$ cat config.mk
export PLATFORM = sky130hd
export DESIGN_NAME = frame_sync_generator
export DESIGN_NICKNAME = d
export VERILOG_FILES = /design/src/design/fsync_pkg.sv /design/src/design/bit_sync.sv /design/src/design/frame_sync_generator.sv /design/src/design/ref_tick_gen.sv
export SDC_FILE = /design/constraint.sdc
export NUM_CORES = 1
export LEC_CHECK = 0
export ABC_CLOCK_PERIOD_IN_PS = 2800
export BUFFER_PORTS_ARGS = -buffer_cell sky130_fd_sc_hd__buf_2
export CAP_MARGIN = 10
export CORE_UTILIZATION = 39
export DETAILED_ROUTE_END_ITERATION = 7
export PLACE_DENSITY_LB_ADDON = 0.25
export SYNTH_ARGS = -nofsm -noshare
export SYNTH_HDL_FRONTEND = slang
export SYNTH_SLANG_ARGS = --single-unit
$ cat constraint.sdc
create_clock -name mclk -period 2.8 [get_ports mclk]
set_input_delay 0.14 -clock mclk [delete_from_list [all_inputs] [get_ports mclk]]
set_output_delay 0.14 -clock mclk [all_outputs]
set_load 0.1 [all_outputs]
$ cat src/design/fsync_pkg.sv
package fsync_pkg;

  // ==========================================================
  // clocking
  localparam int unsigned CLK_HZ  = 50_000_000;
  localparam int unsigned REF_HZ  = 25_000_000;
  localparam int unsigned REF_DIV = CLK_HZ / REF_HZ;

  // ==========================================================
  // register indices; byte address is four times the index
  localparam logic [5:0] IDX_CTL     = 6'h18;
  localparam logic [5:0] IDX_HIGH_UP = 6'h19;
  localparam logic [5:0] IDX_HIGH_LO = 6'h1A;
  localparam logic [5:0] IDX_LOW_UP  = 6'h1B;
  localparam logic [5:0] IDX_LOW_LO  = 6'h1C;
  localparam logic [5:0] IDX_STATUS  = 6'h3F;

  // ==========================================================
  // values after reset
  localparam logic [7:0] CTL_RESET   = 8'h00;
  localparam logic [7:0] COUNT_RESET = 8'h00;

  // ==========================================================
  // field positions: one-shot bit in the control byte, source bits in sync_source_select
  localparam int unsigned CTL_SHOT_BIT  = 3;
  localparam int unsigned SRC_EXT_BIT   = 3;
  localparam int unsigned SRC_FIXED_BIT = 2;

  // ==========================================================
  // carriers
  typedef struct packed {
    logic [3:0] sync_source_select;
    logic       one_shot_pulse;
    logic       sync_idle_level;
    logic       period_split_select;
    logic       continuous_generation_on;
  } ctl_t;

  typedef struct packed {
    logic [7:0] high_count_upper_byte;
    logic [7:0] high_count_lower_byte;
    logic [7:0] low_count_upper_byte;
    logic [7:0] low_count_lower_byte;
  } counts_t;

  typedef struct packed {
    logic [4:0] unused;
    logic       running;
    logic       shot_busy;
    logic       level;
  } status_t;

  typedef enum logic [1:0] {
    GEN_IDLE = 2'b00,
    GEN_RUN  = 2'b01,
    GEN_SHOT = 2'b10
  } gen_state_t;

endpackage

$ cat src/design/bit_sync.sv
`timescale 1ns/1ps
module bit_sync #(
  parameter int WIDTH = 1
) (
  input  wire logic             mclk,
  input  wire logic             resetn,
  input  wire logic [WIDTH-1:0] async_in,
  output logic      [WIDTH-1:0] sync_out
);

  if (WIDTH < 1) begin : g_chk
    $error("bit_sync needs WIDTH of at least 1");
  end

  logic [WIDTH-1:0] meta_r;

  // ==========================================================
  // two flops; only the second one is seen by logic
  always_ff @(posedge mclk or negedge resetn) begin
    if (!resetn) begin
      meta_r   <= '0;
      sync_out <= '0;
    end else begin
      meta_r   <= async_in;
      sync_out <= meta_r;
    end
  end

endmodule

$ cat src/design/frame_sync_generator.sv
// What this block does
// source codes 0000 to 0011 generate the sync inside, timed from the back-channel frame clock of port 0 to 3.
// source codes 01xx generate the sync inside, timed from the fixed 25 MHz reference.
// source codes 1000 to 1111 pass through the sync taken from general-purpose pin 0 to 7.
// writing one to control bit 3 emits exactly one sync pulse.
// the one-shot bit clears itself and always reads back as zero.
// software waits for a one-shot pulse to finish before asking for another.
// software keeps continuous generation off while using the one-shot pulse.
// control bit 2 sets the idle level of the sync signal, 0 low and 1 high.
// with control bit 1 at 0 the high and low phases are timed from separate 16-bit counts.
// with control bit 1 at 1 a 24-bit count from three bytes times both phases.
// control bit 0 switches continuous generation on and off.
// the high phase lasts the programmed high count plus one reference cycle.
// the high count is split over an upper byte for bits 15:8 and a lower byte for bits 7:0.
// the low count sits in bytes at 0x1B and 0x1C and its phase lasts the count plus one.
// with generation off and no one-shot running, the sync holds the idle level.
//
// The Avalon-MM slave port was left to the implementer.
`timescale 1ns/1ps
module frame_sync_generator (
  input  wire logic        mclk,
  input  wire logic        resetn,
  input  wire logic [7:0]  avs_address,
  input  wire logic        avs_read,
  input  wire logic        avs_write,
  input  wire logic [31:0] avs_writedata,
  input  wire logic [3:0]  avs_byteenable,
  output logic      [31:0] avs_readdata,
  output logic             avs_waitrequest,
  input  wire logic [3:0]  bc_frame_clk,
  input  wire logic [7:0]  gpio_in,
  output logic             frame_sync_pulse
);

  // ==========================================================
  // declarations
  fsync_pkg::ctl_t       ctl_r;
  fsync_pkg::counts_t    cnt_cfg_r;
  fsync_pkg::status_t    status;
  fsync_pkg::gen_state_t state_r;
  fsync_pkg::gen_state_t state_nxt;

  logic [3:0]  bc_sync;
  logic [7:0]  gpio_sync;
  logic        ref_tick;

  logic [5:0]  reg_idx;
  logic        addr_ok;
  logic        access;
  logic        wr_en;
  logic        wr_ctl;
  logic [7:0]  wr_byte;
  logic [7:0]  rd_byte;

  logic        shot_req_r;
  logic        shot_drop;
  logic        internal;
  logic        ext_level;
  logic [23:0] len_high;
  logic [23:0] len_low;
  logic [23:0] len_split;
  logic [23:0] phase_r;
  logic [23:0] phase_nxt;
  logic        level_r;
  logic        level_nxt;
  logic        phase_done;

  // ==========================================================
  // pin synchronisers
  bit_sync #(
    .WIDTH (4)
  ) u_bc_sync (
    .mclk     (mclk),
    .resetn   (resetn),
    .async_in (bc_frame_clk),
    .sync_out (bc_sync)
  );

  bit_sync #(
    .WIDTH (8)
  ) u_gpio_sync (
    .mclk     (mclk),
    .resetn   (resetn),
    .async_in (gpio_in),
    .sync_out (gpio_sync)
  );

  // ==========================================================
  // reference tick selection
  ref_tick_gen #(
    .DIV (fsync_pkg::REF_DIV)
  ) u_ref_tick (
    .mclk      (mclk),
    .resetn    (resetn),
    .bc_sync   (bc_sync),
    .sel_port  (ctl_r.sync_source_select[1:0]),
    .use_fixed (ctl_r.sync_source_select[fsync_pkg::SRC_FIXED_BIT]),
    .tick      (ref_tick)
  );

  // ==========================================================
  // bus decode
  // registers are bytes in the low lane of an aligned word
  assign reg_idx = avs_address[7:2];
  assign addr_ok = (avs_address[1:0] == 2'b00);
  assign access  = avs_read | avs_write;
  assign wr_byte = avs_writedata[7:0];

  // a write lands on the edge where waitrequest is seen low
  assign wr_en   = avs_write & ~avs_waitrequest & addr_ok
                 & avs_byteenable[0];
  assign wr_ctl  = wr_en & (reg_idx == fsync_pkg::IDX_CTL);

  // ==========================================================
  // waitrequest: one wait state per access
  // the wait state lets the read mux settle into a register, so
  // readdata comes straight from a flop
  always_ff @(posedge mclk or negedge resetn) begin
    if (!resetn) begin
      avs_waitrequest <= 1'b1;
    end else if (access & avs_waitrequest) begin
      avs_waitrequest <= 1'b0;
    end else begin
      avs_waitrequest <= 1'b1;
    end
  end

  // ==========================================================
  // read mux
  always_comb begin
    rd_byte = 8'h00;
    if (addr_ok) begin
      unique case (reg_idx)
        fsync_pkg::IDX_CTL: begin
          rd_byte = ctl_r;
        end
        fsync_pkg::IDX_HIGH_UP: begin
          rd_byte = cnt_cfg_r.high_count_upper_byte;
        end
        fsync_pkg::IDX_HIGH_LO: begin
          rd_byte = cnt_cfg_r.high_count_lower_byte;
        end
        fsync_pkg::IDX_LOW_UP: begin
          rd_byte = cnt_cfg_r.low_count_upper_byte;
        end
        fsync_pkg::IDX_LOW_LO: begin
          rd_byte = cnt_cfg_r.low_count_lower_byte;
        end
        fsync_pkg::IDX_STATUS: begin
          rd_byte = status;
        end
        default: begin
          rd_byte = 8'h00;
        end
      endcase
    end
  end

  // unmapped addresses read as zero
  always_ff @(posedge mclk or negedge resetn) begin
    if (!resetn) begin
      avs_readdata <= 32'h0000_0000;
    end else if (avs_read & avs_waitrequest) begin
      avs_readdata <= {24'h00_0000, rd_byte};
    end
  end

  // ==========================================================
  // control register
  always_ff @(posedge mclk or negedge resetn) begin
    if (!resetn) begin
      ctl_r <= fsync_pkg::CTL_RESET;
    end else if (wr_ctl) begin
      ctl_r                <= wr_byte;
      ctl_r.one_shot_pulse <= 1'b0;
    end
  end

  // the one-shot bit is never stored, only turned into a request that
  // waits for the next reference tick; starting on a tick keeps the
  // pulse a whole number of ticks long, at the cost of up to one tick
  // of delay, which can be a whole frame clock period on a port source
  always_ff @(posedge mclk or negedge resetn) begin
    if (!resetn) begin
      shot_req_r <= 1'b0;
    end else if (wr_ctl) begin
      // a later control write replaces a request not yet served
      shot_req_r <= wr_byte[fsync_pkg::CTL_SHOT_BIT];
    end else if (shot_drop) begin
      shot_req_r <= 1'b0;
    end
  end

  // served or refused at the first tick; refused at once while the
  // generator runs, a pulse runs or a pin is the source
  assign shot_drop = ref_tick
                   | ~internal
                   | ctl_r.continuous_generation_on
                   | (state_r != fsync_pkg::GEN_IDLE);

  // ==========================================================
  // count registers
  // a new count is picked up at the next phase boundary, so changing it
  // while running leaves the phase in progress at its old length
  always_ff @(posedge mclk or negedge resetn) begin
    if (!resetn) begin
      cnt_cfg_r <= {4{fsync_pkg::COUNT_RESET}};
    end else if (wr_en) begin
      unique case (reg_idx)
        fsync_pkg::IDX_HIGH_UP: begin
          cnt_cfg_r.high_count_upper_byte <= wr_byte;
        end
        fsync_pkg::IDX_HIGH_LO: begin
          cnt_cfg_r.high_count_lower_byte <= wr_byte;
        end
        fsync_pkg::IDX_LOW_UP: begin
          cnt_cfg_r.low_count_upper_byte <= wr_byte;
        end
        fsync_pkg::IDX_LOW_LO: begin
          cnt_cfg_r.low_count_lower_byte <= wr_byte;
        end
        default: begin
          cnt_cfg_r <= cnt_cfg_r;
        end
      endcase
    end
  end

  // ==========================================================
  // phase lengths, each one less than the wanted tick count
  assign len_split = {cnt_cfg_r.high_count_lower_byte,
                      cnt_cfg_r.low_count_upper_byte,
                      cnt_cfg_r.low_count_lower_byte};

  assign len_high = ctl_r.period_split_select ? len_split
                  : {8'h00, cnt_cfg_r.high_count_upper_byte,
                     cnt_cfg_r.high_count_lower_byte};

  assign len_low  = ctl_r.period_split_select ? len_split
                  : {8'h00, cnt_cfg_r.low_count_upper_byte,
                     cnt_cfg_r.low_count_lower_byte};

  // ==========================================================
  // source decode
  assign internal  = ~ctl_r.sync_source_select[fsync_pkg::SRC_EXT_BIT];
  assign ext_level = gpio_sync[ctl_r.sync_source_select[2:0]];

  // a phase ends on the tick that finds the counter at zero,
  // so it lasts the programmed value plus one tick
  assign phase_done = ref_tick & (phase_r == 24'h00_0000);

  // ==========================================================
  // generator state machine
  always_comb begin
    state_nxt = state_r;
    phase_nxt = phase_r;
    level_nxt = level_r;
    unique case (state_r)
      fsync_pkg::GEN_IDLE: begin
        level_nxt = ctl_r.sync_idle_level;
        if (internal & ctl_r.continuous_generation_on) begin
          state_nxt = fsync_pkg::GEN_RUN;
          level_nxt = ctl_r.sync_idle_level;
          phase_nxt = ctl_r.sync_idle_level ? len_high : len_low;
        end else if (internal & shot_req_r & ref_tick) begin
          // the pulse is the level opposite the idle level; its
          // length is counted from the tick that starts it
          state_nxt = fsync_pkg::GEN_SHOT;
          level_nxt = ~ctl_r.sync_idle_level;
          phase_nxt = ctl_r.sync_idle_level ? len_low : len_high;
        end
      end
      fsync_pkg::GEN_RUN: begin
        if (!internal | !ctl_r.continuous_generation_on) begin
          state_nxt = fsync_pkg::GEN_IDLE;
          level_nxt = ctl_r.sync_idle_level;
        end else if (phase_done) begin
          level_nxt = ~level_r;
          phase_nxt = level_r ? len_low : len_high;
        end else if (ref_tick) begin
          phase_nxt = phase_r - 24'h00_0001;
        end
      end
      fsync_pkg::GEN_SHOT: begin
        // a further request while busy is ignored
        if (!internal | phase_done) begin
          state_nxt = fsync_pkg::GEN_IDLE;
          level_nxt = ctl_r.sync_idle_level;
        end else if (ref_tick) begin
          phase_nxt = phase_r - 24'h00_0001;
        end
      end
      default: begin
        state_nxt = fsync_pkg::GEN_IDLE;
        level_nxt = ctl_r.sync_idle_level;
      end
    endcase
  end

  always_ff @(posedge mclk or negedge resetn) begin
    if (!resetn) begin
      state_r <= fsync_pkg::GEN_IDLE;
    end else begin
      state_r <= state_nxt;
    end
  end

  always_ff @(posedge mclk or negedge resetn) begin
    if (!resetn) begin
      phase_r <= 24'h00_0000;
    end else begin
      phase_r <= phase_nxt;
    end
  end

  always_ff @(posedge mclk or negedge resetn) begin
    if (!resetn) begin
      level_r <= 1'b0;
    end else begin
      level_r <= level_nxt;
    end
  end

  // ==========================================================
  // output
  // the pin path adds one flop so the output stays registered
  // a pin source skips the generator, so its level reaches the
  // output three clocks after the pin moves
  always_ff @(posedge mclk or negedge resetn) begin
    if (!resetn) begin
      frame_sync_pulse <= 1'b0;
    end else if (internal) begin
      frame_sync_pulse <= level_r;
    end else begin
      frame_sync_pulse <= ext_level;
    end
  end

  // ==========================================================
  // status
  assign status.unused    = 5'h00;
  assign status.running   = (state_r == fsync_pkg::GEN_RUN);
  assign status.shot_busy = (state_r == fsync_pkg::GEN_SHOT);
  assign status.level     = frame_sync_pulse;

endmodule

$ cat src/design/ref_tick_gen.sv
`timescale 1ns/1ps
module ref_tick_gen #(
  parameter int DIV = fsync_pkg::REF_DIV
) (
  input  wire logic       mclk,
  input  wire logic       resetn,
  input  wire logic [3:0] bc_sync,
  input  wire logic [1:0] sel_port,
  input  wire logic       use_fixed,
  output logic            tick
);

  localparam int CW = (DIV > 1) ? $clog2(DIV) : 1;
  localparam logic [CW-1:0] LAST = CW'(DIV - 1);

  if (DIV < 1) begin : g_chk
    $error("ref_tick_gen needs DIV of at least 1");
  end

  logic [3:0]    bc_prev_r;
  logic [CW-1:0] div_r;
  logic          div_tick;
  logic          port_tick;

  // ==========================================================
  // rising edges of the back-channel frame clocks
  always_ff @(posedge mclk or negedge resetn) begin
    if (!resetn) begin
      bc_prev_r <= 4'h0;
    end else begin
      bc_prev_r <= bc_sync;
    end
  end

  assign port_tick = bc_sync[sel_port] & ~bc_prev_r[sel_port];

  // ==========================================================
  // fixed reference: one enable pulse per divided period
  always_ff @(posedge mclk or negedge resetn) begin
    if (!resetn) begin
      div_r <= '0;
    end else if (div_r == LAST) begin
      div_r <= '0;
    end else begin
      div_r <= div_r + CW'(1);
    end
  end

  assign div_tick = (div_r == LAST);

  always_ff @(posedge mclk or negedge resetn) begin
    if (!resetn) begin
      tick <= 1'b0;
    end else begin
      tick <= use_fixed ? div_tick : port_tick;
    end
  end

endmodule

==> impl_results.md, run 1 <==
* Hold Worst Slack at approximately 0.066 ns
* Clk buf depth at 2
* #FFs+latches synth at ~110
* Setup TNS at 0 ns
* Post-route DRC at 0
* Routed WL at 16900 um
* Status: finished clean
* Max FO, Critical Path at 7
* Fin cells at between 800 and 900
* Area after DPL at 0.00652 mm2
* NetSw at roughly 2.3 mW
* Layout Nets at 736
* Port Buffers at 42
* Final setup margin at 0.142 ns
* GRT Overall Usage at 22.5%
* R2r setup slk at 0.14 ns
* Post-CTS Setup Repair Bufs at 0
* H-tree depth at 3
* Hold Path Origin: avs_writedata[0]
* Later-pin clock latency in the skew report at about 0.37 ns
* DRT Pass-1 Iters at 7
* Vias post-DR at around 5.1k
* EDFF count, synth at 0
* DP Cell Count at 829
* Max incr delay on CP at 0.59 ns
* Io pins at 94
* Fraction of layout cells with a size suffix above 1 at 25.1%
* Main flop type after synthesis: dfrtp_1
* VDD IR max at 429 uV
* Placement Rows at 44
* Area grow syn2layout at 18.5%
* Worst slew pin tran at around 0.91 ns
* F_max at 376 MHz
* CP endpoint kind: register
* Total CTS buffers at 9
* Fin. max-slew vios at 0
* Core Util, Final at between 40% and 50%
* Internal power at between 3 and 4 mW
* Final worst path period need at 2.66 ns
* Worst Setup Start Kind: register
* Die X at 125 um
* Sum of buffers and inverters on the critical path at 0
* Top delay family on crit path: simple AND/OR/NAND/NOR gates
* Switching Share at a little over two fifths
* Distinct cells, synth at 67
* Pre-CTS setup slack at 0.124 ns
* Mapped Area at 0.00591 mm2
* GR Overflow Total at 0
* Share of power burned in registers at around 33%
* Design Power at 5.43 mW
* Final cycle utilization of the critical path at 94.9%
* # diodes at 0
* Cell repeated most along the worst path: or4_4
* Arrival @ worst endpoint at 2.91 ns
* Critical Path Source: phase_r[4]
* Mapped Avg Cell Area at around 10 um2
* Starting Density at 40.3%
* Clk pin slew, worst setup/hold paths at 0.08 ns
* Mapped Cells at 582
* Final ANT Viol Nets at 0
* Setup Viol. Count Final at 0
* Antenna violations before repair at 0
* Vias in the first global route at 5048
* Data required time of the worst path at 3.05 ns
* Multi-input gate area at 0.00298 mm2
* Critical R2R Launch: phase_r[4]
* Routed wire per std cell at about 20 um
* Final HPWL DP at between 10000 and 15000 um
* FF/Latch Area at 0.00268 mm2
* Die Area at 0.0156 mm2
* Drt first-iter violations at 453
* Commonest non-fill, non-tap cell in the layout: dfrtp_1
* Clk network pwr share at between 20% and 30%
* Rel. slew slack at 38.7%
* P per Cell Area at 776 mW/mm2
* CTS tree: done
* Kind of critical path: reg -> reg
* Core ar. at 0.0146 mm2
* Commonest non-fill, non-tap cells in the layout: dfrtp_1, nand2_1, buf_4
* DR vias/cell at 5.90
* CTS sink cnt at 107
* Max-cap violations at 0
* Crit path cell chain: or4_4, or4_4, or2_4, a2111oi_4, o41ai_1, a22o_1
* Fin area at around 0.0070 mm2
* Final Hold Viols at 0
* Unrepaired setup endpoints after global routing: no
* Combinational group share of total power at about two fifths
* CTS root buf: clkbuf_16
* Critical path's slowest cell: or4_4
* FILL cells at 1377
* Die H at 125 um
* Setup Skew at 0.0121 ns
* Largest net degree at the start of global routing at 85
* GPL Wtd Cong at 0.894
* Seq/Total Area, Yosys at 45.4%
* Warning count from the yosys run at 0
* Fraction of registers with async set/reset at 100%
* First-pass GRT wire length at 27400 um
* Worst hold path type: in -> reg
* P_leak at between 3 and 4 nW
[cell families (layout without fill, tap and decap cells)]
group | after synthesis | after routing | share of synthesized area [%]
other | 1 | 24 | 0.0635
buffers and inverters | 64 | 135 | 5.95
and+or+nand+nor | 162 | 162 | 14.0
adders and majority gates | 5 | 5 | 1.06
DFF | 107 | 107 | 45.4
muxes | 70 | 70 | 13.3
AOI/OAI and AO/OA | 165 | 165 | 19.0
xor gates and xnor gates | 8 | 8 | 1.19
[layer usage]
metal  up-vias  GRT usage [%]  routed length [um]
met1      2489           29.8                7530
met3        45           3.55                 996
met2       230           36.3                7850
met5         -              0                   0
li1       2308              -                   -
met4         0           10.5                 576
[state kept, by name, indices dropped and copies added, names as in the netlist]
| register | flops |
|---|---|
| u_bc_sync.sync_out | 4 |
| phase_r | 24 |
| level_r | 1 |
| cnt_cfg_r | 32 |
| u_gpio_sync.meta_r | 8 |
| u_bc_sync.meta_r | 4 |
| frame_sync_pulse | 1 |
| u_ref_tick.tick | 1 |
| u_ref_tick.bc_prev_r | 4 |
| ctl_r | 7 |
| shot_req_r | 1 |
| u_gpio_sync.sync_out | 8 |
| u_ref_tick.div_r | 1 |
| state_r | 2 |
| avs_waitrequest | 1 |
| avs_readdata | 8 |
[power by group through the flow]
stage / registers (mW) / clock network [mW] / logic, mW
after floorplan: 1.88 / 0 / 1.40
after global placement: 1.84 / 0 / 2.15
after detailed placement: 1.84 / 0 / 2.17
after CTS: 1.81 / 1.41 / 2.19
after global routing: 1.84 / 1.46 / 2.42
final: 1.81 / 1.37 / 2.24
[cells in the mapped netlist (4+ instances only)]
library cell	instances	area (um2)
o311ai_1	5	43.8
a21o_1	11	82.6
nand2b_1	6	37.5
o32ai_1	4	35.0
a211oi_1	7	52.6
inv_1	11	41.3
a21oi_1	36	180
mux2i_1	20	200
or3_1	6	37.5
a222oi_1	4	40.0
nor2_1	33	124
nor2b_1	8	50.1
a31oi_1	8	50.1
or4_1	5	37.5
a22oi_1	15	113
nor3_1	11	55.1
a22o_1	5	43.8
o21ai_0	37	185
xor2_1	6	52.6
o21ai_1	4	20.0
nand2_1	49	184
ha_1	5	62.6
o22ai_1	4	25.0
dfrtp_1	106	2650
nand3_1	15	75.1
buf_2	5	25.0
clkbuf_1	18	67.6
mux2_2	48	541
nor4_1	8	50.1
nand4_1	4	25.0
buf_4	26	195
[area by class of cell]
class | count | share of cell area, %
Inverter | 13 | 0.697
Timing Repair Buffer | 106 | 10.6
Clock inverter | 7 | 1.38
Sequential cell | 107 | 38.3
Multi-Input combinational cell | 434 | 42.5
Clock buffer | 9 | 3.22
Tap cell | 184 | 3.29
[final timing paths]
kind	end	depth (start not counted)
worst max register to register	phase_r[6]	6
max in group asynchronous	avs_waitrequest	3
worst max-delay path	phase_r[6]	6
worst min-delay path	cnt_cfg_r[16]	2
min in group asynchronous	phase_r[12]	2
worst min register to register	u_gpio_sync.sync_out[1]	0
[timing repair]
action,4_1_cts,5_1_grt
resized for setup,0,5
hold buffers,15,0
setup endpoints to repair,0,4
endpoints found under the hold margin,36,0
No activity file was read; power rests on OpenSTA's default activity.
==> run 2, diff against run 1 <==
--- a/config.mk
+++ b/config.mk
@@ -5,7 +5,7 @@
 export SDC_FILE = /design/constraint.sdc
 export NUM_CORES = 1
 export LEC_CHECK = 0
-export ABC_CLOCK_PERIOD_IN_PS = 2800
+export ABC_CLOCK_PERIOD_IN_PS = 2600
 export BUFFER_PORTS_ARGS = -buffer_cell sky130_fd_sc_hd__buf_2
 export CAP_MARGIN = 10
 export CORE_UTILIZATION = 39
@@ -14,3 +14,4 @@
 export SYNTH_ARGS = -nofsm -noshare
 export SYNTH_HDL_FRONTEND = slang
 export SYNTH_SLANG_ARGS = --single-unit
+export TNS_END_PERCENT = 20
==> constraint.sdc (replaced) <==
create_clock -name mclk -period 2.6 [get_ports mclk]
set_input_delay 0.13 -clock mclk [delete_from_list [all_inputs] [get_ports mclk]]
set_output_delay 0.13 -clock mclk [all_outputs]
set_load 0.1 [all_outputs]
==> impl_results.md, run 2 (same netlist as run 1, synthesis figures left out) <==
* R2r setup slk at 0.02 ns (-0.12 ns)
* Total CTS buffers at 9 (unchanged)
* H-tree depth at 3 (unchanged)
* Final ANT Viol Nets at 0 (unchanged)
* Routed WL at 17500 um (+3.2%)
* Hold depth at 2 (unchanged)
* Final cycle utilization of the critical path at 99.2% (+4.3 points)
* P per Cell Area at 836 mW/mm2 (+7.8%)
* Worst hold path type: in -> reg
* CTS tree: done
* CTS sink cnt at 107 (unchanged)
* Antenna violations before repair at 0 (unchanged)
* First-pass GRT wire length at 28000 um (+2.4%)
* Io pins at 94 (unchanged)
* Die X at 125 um (unchanged)
* Later-pin clock latency in the skew report at 0.37 ns (about the same)
* DR vias/cell at 5.78 (-2.0%)
* Routed wire per std cell at 20.0 um (+1.3%)
* Max FO, Critical Path at 7 (unchanged)
* Multi-input gate area at 0.00307 mm2 (+3.2%)
* Data required time of the worst path at 2.86 ns (-0.19 ns)
* GRT Overall Usage at 23.3% (+0.81 points)
* CP endpoint: phase_r[6]
* Commonest non-fill, non-tap cell in the layout: dfrtp_1
* Critical Path Source: phase_r[15]
* CP endpoint kind: register
* Status: finished clean
* Vias post-DR at 5065 (-0.14%)
* M1 WL at 7850 um (+4.2%)
* Reg2reg end: phase_r[6]
* Starting Density at 40.3% (unchanged)
* Die Area at 0.0156 mm2 (unchanged)
* Vias in the first global route at 5007 (-0.81%)
* Top Layer Used: met4
* Port Buffers at 42 (unchanged)
* Largest register FFs at 32 (unchanged)
* Design Power at 6.03 mW (+11%)
* DRT Pass-1 Iters at 7 (unchanged)
* Worst slew pin tran at 0.536 ns (-0.375 ns)
* Rel. slew slack at 64.3% (+26 points)
* Layout Nets at 752 (+2.2%)
* Worst Setup Start Kind: register
* Commonest non-fill, non-tap cells in the layout: dfrtp_1, buf_4, nand2_1
* Die H at 125 um (unchanged)
* Critical R2R Launch: phase_r[15]
* Top Registers: cnt_cfg_r: 32 flops, phase_r: 24 flops
* Clk buf depth at 2 (unchanged)
* VDD IR max at 491 uV (+14%)
* Final HPWL DP at 12500 um (+1.8%)
* Setup TNS at 0 ns (unchanged)
* Drt first-iter violations at 478 (+5.5%)
* Unrepaired setup endpoints after global routing: yes
* Placement Rows at 44 (unchanged)
* FF/Latch Area at 0.00268 mm2 (unchanged)
* # diodes at 0 (unchanged)
* FILL cells at 1376 (-0.073%)
* Core ar. at 0.0146 mm2 (unchanged)
* F_max at 388 MHz (+3.1%)
* P_leak at 3.32 nW (+2.9%)
* Post-route DRC at 0 (unchanged)
* Area grow syn2layout at 22.1%
* Final Hold Viols at 0 (unchanged)
* Fin. max-slew vios at 0 (unchanged)
* Reg2reg path depth at 6 (unchanged)
* Kind of critical path: reg -> reg
* GPL Wtd Cong at 0.878 (-1.8%)
* CTS root buf: clkbuf_16
* Fraction of layout cells with a size suffix above 1 at 28.5% (+3.3 points)
* GR Overflow Total at 0 (unchanged)
* Max-cap violations at 0 (unchanged)
* DR WL met2 at 8060 um (+2.7%)
* Met3 wire length at 1230 um (+23%)
* Register with the most flip-flops: cnt_cfg_r
* Final worst path period need at 2.58 ns (-0.0787 ns)
* Largest net degree at the start of global routing at 51 (-40%)
* Arrival @ worst endpoint at 2.84 ns (-0.07 ns)
* Setup Skew at 0.0131 ns (+0.000961 ns)
* Setup Viol. Count Final at 0 (unchanged)
* Clk pin slew, worst setup/hold paths at 0.08 ns (about the same)
-- run 2: changes by cell type in the layout (fill, tap and decap cells not counted), moves of 2 or more --
cell	previous run	this run
clkbuf_1	0	2
buf_12	1	3
o311ai_1	6	3
inv_12	4	0
o21ai_2	0	2
inv_6	1	3
o21ai_1	6	4
buf_4	49	62
a211oi_2	0	3
a211oi_1	7	4
-- run 2: how the worst min path moves through the flow --
stage                           from               to  slack [ns]
floorplan                     resetn  avs_readdata[0]       -0.17
detailed placement            resetn      phase_r[17]        0.15
finish              avs_writedata[6]    cnt_cfg_r[14]        0.06
global placement              resetn      phase_r[17]        0.14
global route        avs_writedata[4]         ctl_r[4]        0.07
CTS                 avs_writedata[6]    cnt_cfg_r[14]        0.05
-- run 2: metrics by stage --
stage / hold slack [ns] / std cells / util [%] / setup slack (ns) / cell area, um2
after floorplan: -0.166 / 605 / - / 0.00327 / 5990
after global placement: 0.144 / 842 / 45.3 / -0.00631 / 6640
after detailed placement: 0.153 / 842 / 45.3 / -0.0409 / 6640
after CTS: 0.0511 / 873 / 48.5 / -0.0133 / 7100
after global routing: 0.0687 / 876 / 49.2 / -0.0793 / 7210
final: 0.0624 / 876 / 49.2 / 0.0211 / 7210
-- run 2: area by class of cell --
cell class | count | area share, %
multi-input cells | 434 | 42.6
flip-flops and latches | 107 | 37.2
repair buffers | 122 | 12.4
clock buffers | 11 | 3.23
well taps | 184 | 3.19
clock inverters | 5 | 0.746
inverters | 13 | 0.677
-- run 2: report_power, final --
part	internal (mW)	switching (mW)	total [mW]
Combinational	1.03	1.66	2.69
Clock	0.679	0.704	1.38
Sequential	1.82	0.138	1.96
Total	3.53	2.50	6.03
-- run 2: routing by layer --
metal,vias up,GRT usage [%]
li1,2346,-
met1,2481,31.9
met2,210,36.7
met3,28,5.43
met4,0,7.32
met5,-,0
-- run 2: timing repair --
item,CTS,global route
gates cloned,0,0
hold endpoints to repair,53,0
resized for setup,4,18
setup buffers,0,3
setup endpoints to repair,9,15
pin swaps,0,4
hold buffers,15,0
-- run 2: critical path, stage by stage (launching register included) --
cell       delay [ns]
dfrtp_1          0.48
or4_4            0.45
or4_4            0.58
or2_4            0.33
a2111oi_4        0.29
o41ai_2          0.10
a22o_1           0.23
